**src/verilog/cangc_params.svh**
```systemverilog
// Function
// - control bit 5 set selects time-triggered operation; clear disables it
// - bit 4 set captures timer at last end-of-frame bit, else at start
// - capture-point bit only acts while time-triggered operation is selected
// - control bit 3 set enters listening mode; clearing it leaves it
// - control bit 1 set enables the controller and ungates its clock
// - on disable a running frame completes, then the engine freezes
// - standby: transmit stays recessive, receiver off, clock stopped
// - registers stay readable and writable while the controller is disabled
// - engine starts running two controller clocks after enable is set
// - soft reset bit 0 clears itself and is ORed with hardware reset
// - after either reset the controller comes up disabled
// - status bit 6 high while own overload frame is sent, no interrupt
// - status bit 4 high while transmitting or frame pending, no interrupt
// - status bit 3 high while receiver acquires or monitors, no interrupt
// - status bit 2 shows true enable state, lagging the command
// - all status bits read-only, including bus-off and error-passive
`ifndef CANGC_PARAMS_SVH
`define CANGC_PARAMS_SVH

// register offsets
`define CANGC_STAT_OFF   8'hAA
`define CANGC_CTRL_OFF   8'hAB
`define CANGC_IST_OFF    8'hE0
`define CANGC_IMSK_OFF   8'hE1

// control field positions
`define CANGC_C_TTC      5
`define CANGC_C_SYNC     4
`define CANGC_C_LISTEN   3
`define CANGC_C_TEST     2
`define CANGC_C_ENA      1
`define CANGC_C_SRST     0

// status field positions
`define CANGC_S_OVL      6
`define CANGC_S_TXB      4
`define CANGC_S_RXB      3
`define CANGC_S_ENF      2
`define CANGC_S_BUS_OFF_FLAG     1
`define CANGC_S_ERROR_PASSIVE_FLAG     0

// interrupt status field positions
`define CANGC_I_BUS_OFF_FLAG     0
`define CANGC_I_ERROR_PASSIVE_FLAG     1
`define CANGC_I_CAPT     2
`define CANGC_I_OBJECT_CHANNEL_ENABLE     3

// reset values and timing
`define CANGC_CTRL_RST   8'h00
`define CANGC_IRQ_RST    8'h00
`define CANGC_START_CYC  2'h2

`endif

```
**src/verilog/cangc_pkg.sv**
```systemverilog
`default_nettype none
package cangc_pkg;
  // enable sequencer states
  typedef enum logic [1:0] {
    ST_OFF,
    ST_START,
    ST_ON,
    ST_DRAIN
  } cangc_state_e;
endpackage
`default_nettype wire

```
**src/verilog/cangc_enable_seq.sv**
```systemverilog
`timescale 1ns/1ps
`default_nettype none
`include "cangc_params.svh"
module cangc_enable_seq (
  input  wire logic clock,       // system clock
  input  wire logic ctl_rst,     // combined reset, active high
  input  wire logic ena_cmd,     // commanded enable
  input  wire logic frame_busy,  // a frame is on the wire
  output logic      clk_on_q,    // controller clock ungated
  output logic      run_q,       // protocol engine running
  output logic      en_flag_q    // actual enable state
);
  cangc_pkg::cangc_state_e state_q, state_d;
  logic [1:0]              cnt_q;
  logic [1:0]              cnt_d;

  // next-state decode
  always_comb begin
    state_d = state_q;
    cnt_d   = 2'h0;
    case (state_q)
      cangc_pkg::ST_OFF: begin
        if (ena_cmd) state_d = cangc_pkg::ST_START;
      end
      cangc_pkg::ST_START: begin
        cnt_d = cnt_q + 2'h1;
        if (!ena_cmd) state_d = cangc_pkg::ST_OFF;
        else if (cnt_d == `CANGC_START_CYC) state_d = cangc_pkg::ST_ON;
      end
      cangc_pkg::ST_ON: begin
        if (!ena_cmd) state_d = cangc_pkg::ST_DRAIN;
      end
      cangc_pkg::ST_DRAIN: begin
        // let the running frame finish before freezing
        if (ena_cmd) state_d = cangc_pkg::ST_ON;
        else if (!frame_busy) state_d = cangc_pkg::ST_OFF;
      end
      default: state_d = cangc_pkg::ST_OFF;
    endcase
  end

  // state and flags, flags follow the next state so they match it
  always_ff @(posedge clock) begin
    if (ctl_rst) begin
      state_q   <= cangc_pkg::ST_OFF;
      cnt_q     <= 2'h0;
      clk_on_q  <= 1'b0;
      run_q     <= 1'b0;
      en_flag_q <= 1'b0;
    end else begin
      state_q   <= state_d;
      cnt_q     <= cnt_d;
      clk_on_q  <= state_d != cangc_pkg::ST_OFF;
      run_q     <= state_d == cangc_pkg::ST_ON || state_d == cangc_pkg::ST_DRAIN;
      en_flag_q <= state_d == cangc_pkg::ST_ON || state_d == cangc_pkg::ST_DRAIN;
    end
  end

  start_delay_a: assert property (@(posedge clock) disable iff (ctl_rst)
    $rose(ena_cmd) && state_q == cangc_pkg::ST_OFF ##1 ena_cmd [*2]
      |-> !run_q ##1 run_q)
    else $error("engine start delay wrong");
  drain_hold_a: assert property (@(posedge clock) disable iff (ctl_rst)
    run_q && !ena_cmd && frame_busy |=> run_q)
    else $error("engine froze mid frame");
endmodule
`default_nettype wire

```
**src/verilog/cangc_top.sv**
```systemverilog
// Strobed register access was left to the implementer.
`timescale 1ns/1ps
`default_nettype none
`include "cangc_params.svh"
module cangc_top (
  input  wire logic        clock,         // 200 MHz system clock
  input  wire logic        nrst,          // synchronous reset, active low
  // register port
  input  wire logic [7:0]  addr,          // register address
  input  wire logic [7:0]  wdata,         // write data
  input  wire logic        wr,            // write strobe
  input  wire logic        rd,            // read strobe
  output logic      [7:0]  rdata_q,       // read data, cycle after rd
  // protocol engine status
  input  wire logic        overload_tx,   // own overload frame on wire
  input  wire logic        tx_busy,       // transmitter or pending frame
  input  wire logic        rx_busy,       // receiver acquires a frame
  input  wire logic        bus_off,       // bus-off state
  input  wire logic        err_passive,   // error-passive state
  input  wire logic        sof_seen,      // start-of-frame pulse
  input  wire logic        eof_last,      // last end-of-frame bit pulse
  // controls to the protocol engine
  output logic             ctl_reset_q,   // controller reset, active high
  output logic             clk_on_q,      // ungate controller clock
  output logic             run_q,         // engine runs, else frozen
  output logic             tt_mode_q,     // time-triggered operation
  output logic             listen_q,      // listening mode
  output logic             test_mode_q,   // factory test mode
  output logic             capture_q,     // capture trigger timer now
  output logic             tx_recessive_q,// force transmit recessive
  output logic             rx_enable_q,   // receiver active
  output logic             irq_q          // interrupt, active high level
);

  ////////////////////////////////////////////////////////////////////////
  // address decode

  function automatic logic hit(input logic [7:0] a, input logic [7:0] off);
    hit = a == off;
  endfunction

  wire ctrl_sel = hit(addr, `CANGC_CTRL_OFF);
  wire stat_sel = hit(addr, `CANGC_STAT_OFF);
  wire ist_sel  = hit(addr, `CANGC_IST_OFF);
  wire imsk_sel = hit(addr, `CANGC_IMSK_OFF);

  wire ctrl_wr  = wr && ctrl_sel;
  wire imsk_wr  = wr && imsk_sel;
  wire ist_rd   = rd && ist_sel;

  ////////////////////////////////////////////////////////////////////////
  // control register

  logic [7:0] ctrl_q;
  logic [7:0] ctrl_d;
  logic       soft_rst_q;
  logic       en_flag_q;
  logic       seq_clk_on;
  logic       seq_run;

  // soft reset pulse is one cycle; the bit never stores, so it reads zero
  wire  soft_req = ctrl_wr && wdata[`CANGC_C_SRST];
  wire  ctl_rst  = !nrst || soft_rst_q;

  // writable fields; abort and overload request bits are not kept here.
  // writes are taken in any enable state
  assign ctrl_d = ctrl_wr ? {2'h0, wdata[5:1], 1'b0} : ctrl_q;

  // soft reset also drops the control bits so the controller is disabled
  always_ff @(posedge clock) begin
    if (ctl_rst) begin
      ctrl_q <= `CANGC_CTRL_RST;
    end else begin
      ctrl_q <= ctrl_d;
    end
  end

  // the request flop itself is cleared only by hardware reset
  always_ff @(posedge clock) begin
    if (!nrst) begin
      soft_rst_q  <= 1'b0;
      ctl_reset_q <= 1'b1;
    end else begin
      soft_rst_q  <= soft_req;
      ctl_reset_q <= soft_req;
    end
  end

  ////////////////////////////////////////////////////////////////////////
  // enable sequencer

  wire frame_busy = tx_busy || rx_busy;

  cangc_enable_seq u_seq (
    .clock      (clock),
    .ctl_rst    (ctl_rst),
    .ena_cmd    (ctrl_q[`CANGC_C_ENA]),
    .frame_busy (frame_busy),
    .clk_on_q   (seq_clk_on),
    .run_q      (seq_run),
    .en_flag_q  (en_flag_q)
  );

  assign clk_on_q = seq_clk_on;
  assign run_q    = seq_run;

  ////////////////////////////////////////////////////////////////////////
  // mode outputs and timer capture

  // capture point only matters in time-triggered mode
  wire capt_ev = ctrl_q[`CANGC_C_TTC] && seq_run &&
                 (ctrl_q[`CANGC_C_SYNC] ? eof_last : sof_seen);

  always_ff @(posedge clock) begin
    if (ctl_rst) begin
      tt_mode_q      <= 1'b0;
      listen_q       <= 1'b0;
      test_mode_q    <= 1'b0;
      capture_q      <= 1'b0;
      tx_recessive_q <= 1'b1;
      rx_enable_q    <= 1'b0;
    end else begin
      tt_mode_q      <= ctrl_d[`CANGC_C_TTC];
      listen_q       <= ctrl_d[`CANGC_C_LISTEN];
      test_mode_q    <= ctrl_d[`CANGC_C_TEST];
      capture_q      <= capt_ev;
      tx_recessive_q <= !seq_run;
      rx_enable_q    <= seq_run;
    end
  end

  ////////////////////////////////////////////////////////////////////////
  // status register, built only from inputs and internal state

  wire [7:0] stat_val = {1'b0, overload_tx, 1'b0, tx_busy, rx_busy,
                         en_flag_q, bus_off, err_passive};
  // reserved bits 7 and 5 read zero

  ////////////////////////////////////////////////////////////////////////
  // interrupt status and mask

  logic [7:0] ist_q;
  logic [7:0] imsk_q;
  logic       bus_off_flag_q;
  logic       error_passive_flag_q;
  logic       enf_q;

  // overload and busy flags raise no interrupt; only the edges below, including enable flag changes
  wire [7:0] ev = {4'h0, enf_q != en_flag_q, capt_ev,
                   err_passive && !error_passive_flag_q, bus_off && !bus_off_flag_q};

  // set wins over the clear by read
  wire [7:0] ist_d = (ist_rd ? 8'h00 : ist_q) | ev;

  always_ff @(posedge clock) begin
    if (!nrst) begin
      ist_q  <= `CANGC_IRQ_RST;
      imsk_q <= `CANGC_IRQ_RST;
      bus_off_flag_q <= 1'b0;
      error_passive_flag_q <= 1'b0;
      enf_q  <= 1'b0;
      irq_q  <= 1'b0;
    end else begin
      ist_q  <= ist_d;
      imsk_q <= imsk_wr ? wdata : imsk_q;
      bus_off_flag_q <= bus_off;
      error_passive_flag_q <= err_passive;
      enf_q  <= en_flag_q;
      irq_q  <= |(ist_d & (imsk_wr ? wdata : imsk_q));
    end
  end

  ////////////////////////////////////////////////////////////////////////
  // read data, one cycle after the strobe and zero otherwise

  wire [7:0] rd_mux = ctrl_sel ? ctrl_q :
                      stat_sel ? stat_val :
                      ist_sel  ? ist_q :
                      imsk_sel ? imsk_q : 8'h00;

  always_ff @(posedge clock) begin
    if (!nrst) begin
      rdata_q <= 8'h00;
    end else begin
      rdata_q <= rd ? rd_mux : 8'h00;
    end
  end

  ////////////////////////////////////////////////////////////////////////
  // checks

  tt_select_a: assert property (@(posedge clock) disable iff (!nrst)
    ctrl_wr && !wdata[`CANGC_C_SRST] && !soft_rst_q
      |=> tt_mode_q == $past(wdata[`CANGC_C_TTC]))
    else $error("time-triggered select not applied");

  capt_point_a: assert property (@(posedge clock) disable iff (!nrst)
    !ctl_rst && seq_run && ctrl_q[`CANGC_C_TTC] && ctrl_q[`CANGC_C_SYNC]
      && eof_last |=> capture_q)
    else $error("capture missed at end of frame");

  capt_gate_a: assert property (@(posedge clock) disable iff (!nrst)
    !ctrl_q[`CANGC_C_TTC] |=> !capture_q)
    else $error("capture outside time-triggered mode");

  listen_mode_a: assert property (@(posedge clock) disable iff (!nrst)
    ctrl_wr && !wdata[`CANGC_C_SRST] && !soft_rst_q
      |=> listen_q == $past(wdata[`CANGC_C_LISTEN]))
    else $error("listen select not applied");

  standby_pins_a: assert property (@(posedge clock) disable iff (!nrst)
    !seq_clk_on ##1 !seq_clk_on |-> tx_recessive_q && !rx_enable_q)
    else $error("standby pins not quiet");

  soft_reset_a: assert property (@(posedge clock) disable iff (!nrst)
    soft_req |=> ctl_reset_q ##1 (!en_flag_q && ctrl_q == 8'h00))
    else $error("soft reset did not disable");

  srst_clear_a: assert property (@(posedge clock) disable iff (!nrst)
    rd && ctrl_sel |=> !rdata_q[`CANGC_C_SRST])
    else $error("soft reset bit reads one");

  stat_ro_a: assert property (@(posedge clock) disable iff (!nrst)
    rd && stat_sel |=> rdata_q[`CANGC_S_BUS_OFF_FLAG] == $past(bus_off) &&
      rdata_q[`CANGC_S_ERROR_PASSIVE_FLAG] == $past(err_passive) &&
      rdata_q[`CANGC_S_OVL] == $past(overload_tx))
    else $error("status read not live");

  enf_lag_a: assert property (@(posedge clock) disable iff (!nrst)
    rd && stat_sel |=> rdata_q[`CANGC_S_ENF] == $past(en_flag_q))
    else $error("enable flag read wrong");

  irq_level_a: assert property (@(posedge clock) disable iff (!nrst)
    ##1 irq_q == |($past(ist_d) & $past(imsk_wr ? wdata : imsk_q)))
    else $error("interrupt level wrong");

endmodule
`default_nettype wire

```
**config.mk**
```make
export PLATFORM = sky130hd
export DESIGN_NAME = cangc_top
export DESIGN_NICKNAME = d
export VERILOG_FILES = /design/src/verilog/cangc_pkg.sv /design/src/verilog/cangc_enable_seq.sv /design/src/verilog/cangc_top.sv
export VERILOG_INCLUDE_DIRS = /design/src /design/src/verilog
export SDC_FILE = /design/constraint.sdc
export NUM_CORES = 1
export LEC_CHECK = 0
export BUFFER_PORTS_ARGS = -buffer_cell sky130_fd_sc_hd__buf_2
export CORE_UTILIZATION = 50
export CTS_CLUSTER_DIAMETER = 150
export DETAILED_ROUTE_END_ITERATION = 10
export PLACE_DENSITY_LB_ADDON = 0.3
export SETUP_SLACK_MARGIN = 0.4
export SLEW_MARGIN = 40
export SYNTH_ARGS = -nofsm -noshare
export SYNTH_HDL_FRONTEND = slang
export SYNTH_HIERARCHICAL = 1
export SYNTH_SLANG_ARGS = --single-unit
```
**constraint.sdc**
```tcl
create_clock -name clock -period 2.3 [get_ports clock]
set_clock_uncertainty 0.05 [all_clocks]
set_input_delay 0.23 -clock clock [delete_from_list [all_inputs] [get_ports clock]]
set_output_delay 0.23 -clock clock [all_outputs]
set_load 0.01 [all_outputs]
```
* After elaboration in Yosys (flattened, before gate mapping) *
Index checks and enable logic that the tools add are counted.

word-level totals
  output and inout bits = 18
  bits in registers = 47

cells by class
  multiplexer cells = 15
  add/sub/neg operators = 1
  bitwise gates (word level) = 4
  reduce and logical (&&, ||, !) cells = 22
  equal/unequal tests = 11

operators by type and width
  operator             count
  $eq 8x8->1 const B   4
  $mux 8               4
  $mux 2               6
  $mux 6               2
  $eq 2x2->1 const B   5
  $and 8x8->8          1
  $logic_and 1x1->1    8
  $or 8x4->8           1
  $pmux 2 s4           1
  $reduce_or 8->1      1
  $mux 7               1
  $logic_not 1->1      4
  $reduce_or 2->1      2
  $logic_or 1x1->1     3
  $reduce_or 3->1      1
  $add 2x1->2 const B  1
  $eq 2x1->1 const B   1
  $logic_not 2->1      1
  $not 1->1            2
  $reduce_and 2->1     1
  $reduce_bool 2->1    1
  $mux 1               1
  $ne 1x1->1           1

* Depth between registers and ports, before layout *
  depth after elaboration = 7
  mapped depth = 6

* Cells and area by module *
The synthesis kept the hierarchy.

modules (own cells, without submodules)
  module            instances  area an instance (um2)  cells an instance
  cangc_top         1          1580.3                  164
  cangc_enable_seq  1          198.9                   21

* Worst setup path after synthesis *
OpenSTA, ideal clock, no wires.

  path kind = input port to flip-flop
  start = in addr[2]
  end = reg irq_q
  cell stages on the path = 6
  buffers on the path = 1
  arrival = 1.546 ns
  library setup time = 0.120 ns
  setup slack = 0.585 ns
  data required time = 2.130 ns
  path through = and4bb_1 > nand4_1 > buf_6 > mux2_4 > a32o_1 > o31a_1

between the ends
  longest elaborated chain between the ends = 6

ends and longest elaborated chain
  what                  RTL line          text
  from (decl)           cangc_top.sv:9    input wire logic [7:0] addr,
  $eq 8x8->1            cangc_top.sv:39   hit = a == off;
  $logic_and 1x1->1     cangc_top.sv:49   wire ist_rd = rd && ist_sel;
  $mux 8                cangc_top.sv:153  wire [7:0] ist_d = (ist_rd ? 8'h00 : ist_q) | ev;
  $or 8x4->8            cangc_top.sv:153
  $and 8x8->8 (*)       cangc_top.sv:169  irq_q <= |(ist_d & (imsk_wr ? wdata : imsk_q));
  $reduce_or 8->1 (*)   cangc_top.sv:169
  to (signal assigned)  cangc_top.sv:169
  to (decl)             cangc_top.sv:32   output logic irq_q

Every way passes the cells marked *; elsewhere a longest branch is shown, timed or not.
A chain may end at the register's enable or synchronous reset.

* Worst setup path after layout *
  start = reg ctrl_q[4]
  end = reg irq_q

between the ends
  longest elaborated chain between the ends = 5

ends and longest elaborated chain
  what                    RTL line          text
  from (decl)             cangc_top.sv:54   logic [7:0] ctrl_q;
  from (signal assigned)  cangc_top.sv:72   ctrl_q <= `CANGC_CTRL_RST;
  from (signal assigned)  cangc_top.sv:74   ctrl_q <= ctrl_d;
  $mux 1                  cangc_top.sv:112  (ctrl_q[`CANGC_C_SYNC] ? eof_last : sof_seen);
  $logic_and 1x1->1       cangc_top.sv:111  wire capt_ev = ctrl_q[`CANGC_C_TTC] && seq_run &&
  $or 8x4->8              cangc_top.sv:153
  $and 8x8->8             cangc_top.sv:169
  $reduce_or 8->1         cangc_top.sv:169

Every way passes these cells.

==> results.toml <==
[grt]
grt_use_total_pct = 23.3
grt_start_max_net_pins = 17
antenna_found_initial = 0
grt_pass1_vias = 1362
grt_pass1_wl_um = 6360
overflow = 0

[timing]
setup_violations = 0
finalCriticalPeriod_ps = 1690
slew_headroom_pct = 73.0
maxSlewViolCount = 0
holdWs_ps = 39.1
final-hold-violation-count = 0
fin_crit_sh_pct = 73.4
setup_tns_ps = 0
rsz0062_at_grt = "false"
fmax_ghz = 0.592
worst-slew-pin-transition_ps = 405

[placement]
hpwl_um = 2890
port_buffers = 44
gp_congestion = 0.808

[clock_network]
cts_root_buffer = "clkbuf_4"
postCtsSetupBuffers = 0
cts_resized = 0
cts_made_buffers = 5
clk_pin_slew_worst_paths_ps = 130
ctsHoldBuffers = 0
cts_sinks = 43
clk_latency_ps = 350
htree_levels = 2
cts_max_path_buffers = 2
cts_tree = "done"

[logic_synthesis]
ys_ff_latch = 43
synth_area_leaders = "dfxtp_1 (48%), mux2i_1 (8.4%), nor2_1 (5.1%)"
postSynthAreaPerCell_um2 = 9.62
synth-seq-area-share_pct = 48.4
yosysWarningCount = 6
syn-cell-area_um2 = 1780
yosysTopAreaCellShare_pct = 48.4
synth_most_common_cell = "dfxtp_1"
synth_edf_count = 0
syn-num-nets = 213
synth_cell_type_count = 43
synth_top_cell_by_area = "dfxtp_1"
ys.flop_type = "dfxtp_1"
netlist_instances = 185
async_flop_share_pct = 0
synth_commonest_cells = "dfxtp_1 (43), nor2_1 (24), mux2i_1 (15)"

[drt]
route.met2.wl_um = 1820
firstDrtPassIters = 4
wl_met1_um = 1910
drc = 0
dr.first_iter.drc_count = 50
ant_nets = 0
routedWlPerCell_um = 14.2
vias = 1513
dr_wl_met3_um = 175
via_per_inst = 5.38
routed.top_layer = "met4"
wirelength_um = 3990

[pwr]
vdd_ir_drop_max_mv = 0.445
power.leakage_nw = 0.968
powerDensity_nw_per_um2 = 586
power.total_mw = 1.25

[floorplanning]
start_util_pct = 52.9
die_area_um2 = 3800
rows = 21
die_w_um = 61.7
boundaryPins = 45
core_um2 = 3360
die_h_um = 61.7

[critical_path]
reg2reg_setup_slack_ps = 610
cp.arrival_ps = 1900
r2r-end = "irq_q"
crit_path_end = "irq_q"
critPathBufInv = 0
critical_path.startpoint = "ctrl_q[4]"
critPathMaxFanout = 3
critPathTopFamily = "compound AO/OA/AOI/OAI gates"
worst_ep_required_time_ps = 2510
cp-start-kind = "flop"
cp-end-kind = "flop"
path_class = "reg -> reg"
path_cells = "mux2_2 -> nand3_1 -> a21bo_1 -> a32o_1 -> o31a_1"
r2r_start = "ctrl_q[4]"
path_depth = 5
reg2reg_depth = 5
cpPeakStageDelay_ps = 400
critPathSlowestCell = "dfxtp_1"

[finish]
drive_gt1_share_pct = 27.2
diodes = 0
nFillCells = 319
fin_nets = 262
areaGrowthSynthToFinish_pct = 19.7

[hold_path]
hp-start = "err_passive"
hold_class = "in -> reg"

[run]
drv_cap = 0

[status]
status = "finished, final reports clean"
how the worst min path moves through the flow:
stage	slack, ps	cells past startpoint	endpoint
floorplan	300	1	bus_off_flag_q
global placement	360	1	u_seq/cnt_q[0]
detailed placement	360	1	u_seq/cnt_q[0]
CTS	40	2	error_passive_flag_q
global route	40	2	error_passive_flag_q
finish	40	2	error_passive_flag_q
state kept, by name (all words and copies together), names as in the netlist, 2 cells and up:
register     count
u_seq/cnt_q      2
rdata_q          8
ist_q            8
ctrl_q           5
imsk_q           8
logic make-up after synthesis:
logic type | count (synthesis) | synth area share, %
muxes | 18 | 10.5
buffers and inverters | 13 | 3.59
adders and majority gates | 1 | 0.703
AOI/OAI and AO/OA | 30 | 12.9
and+or+nand+nor | 79 | 23.4
xor gates and xnor gates | 1 | 0.492
DFF | 43 | 48.4
where the power goes:
group	internal, mW	switching [mW]
sequential	0.751	0.00278
combinational	0.0309	0.0408
clock	0.179	0.244
cell usage in the layout (no fill, tap or decap), types with 3 or more instances in the layout:
| master | count |
|---|---|
| mux2i_1 | 15 |
| nand2_1 | 14 |
| nand3b_1 | 3 |
| o211a_1 | 4 |
| clkbuf_4 | 5 |
| nor3_1 | 4 |
| a21oi_1 | 6 |
| and3_1 | 5 |
| nand3_1 | 8 |
| nor2b_1 | 3 |
| nor2_1 | 24 |
| and2_1 | 6 |
| a22oi_1 | 7 |
| dfxtp_1 | 43 |
| buf_2 | 44 |
| inv_1 | 4 |
| a22o_1 | 3 |
| buf_4 | 6 |
routing by layer:
| metal | vias up | GRT usage, % |
|---|---|---|
| met2 | 46 | 36.6 |
| met4 | 0 | 9.52 |
| met3 | 9 | 3.99 |
| met5 | - | 0 |
| li1 | 754 | - |
| met1 | 704 | 31.9 |
metrics by stage:
step	setup WS, ps	instance area, µm²	instances	utilization, %
finish	612	2130	281	63.3
global route	542	2130	281	63.3
CTS	608	2130	281	63.3
detailed placement	297	2060	273	61.2
global placement	339	2060	273	61.2
floorplan	585	1780	185	-
worst reg2reg max path: stages, from the launching register on:
cell and delay, ps:
dfxtp_1 400, mux2_2 350, nand3_1 100, a21bo_1 220
a32o_1 220, o31a_1 260
layout make-up:
| cell class | instances | area [µm²] | share of cell area, % |
|---|---|---|---|
| sequential | 43 | 861 | 40.4 |
| multi-input combinational | 129 | 855 | 40.1 |
| timing repair buffer | 50 | 265 | 12.5 |
| clock buffer | 7 | 65.1 | 3.06 |
| tap | 46 | 57.6 | 2.70 |
| inverter | 5 | 18.8 | 0.881 |
| clock inverter | 1 | 7.51 | 0.353 |
Note: power is estimated with default switching activity, not from simulation.
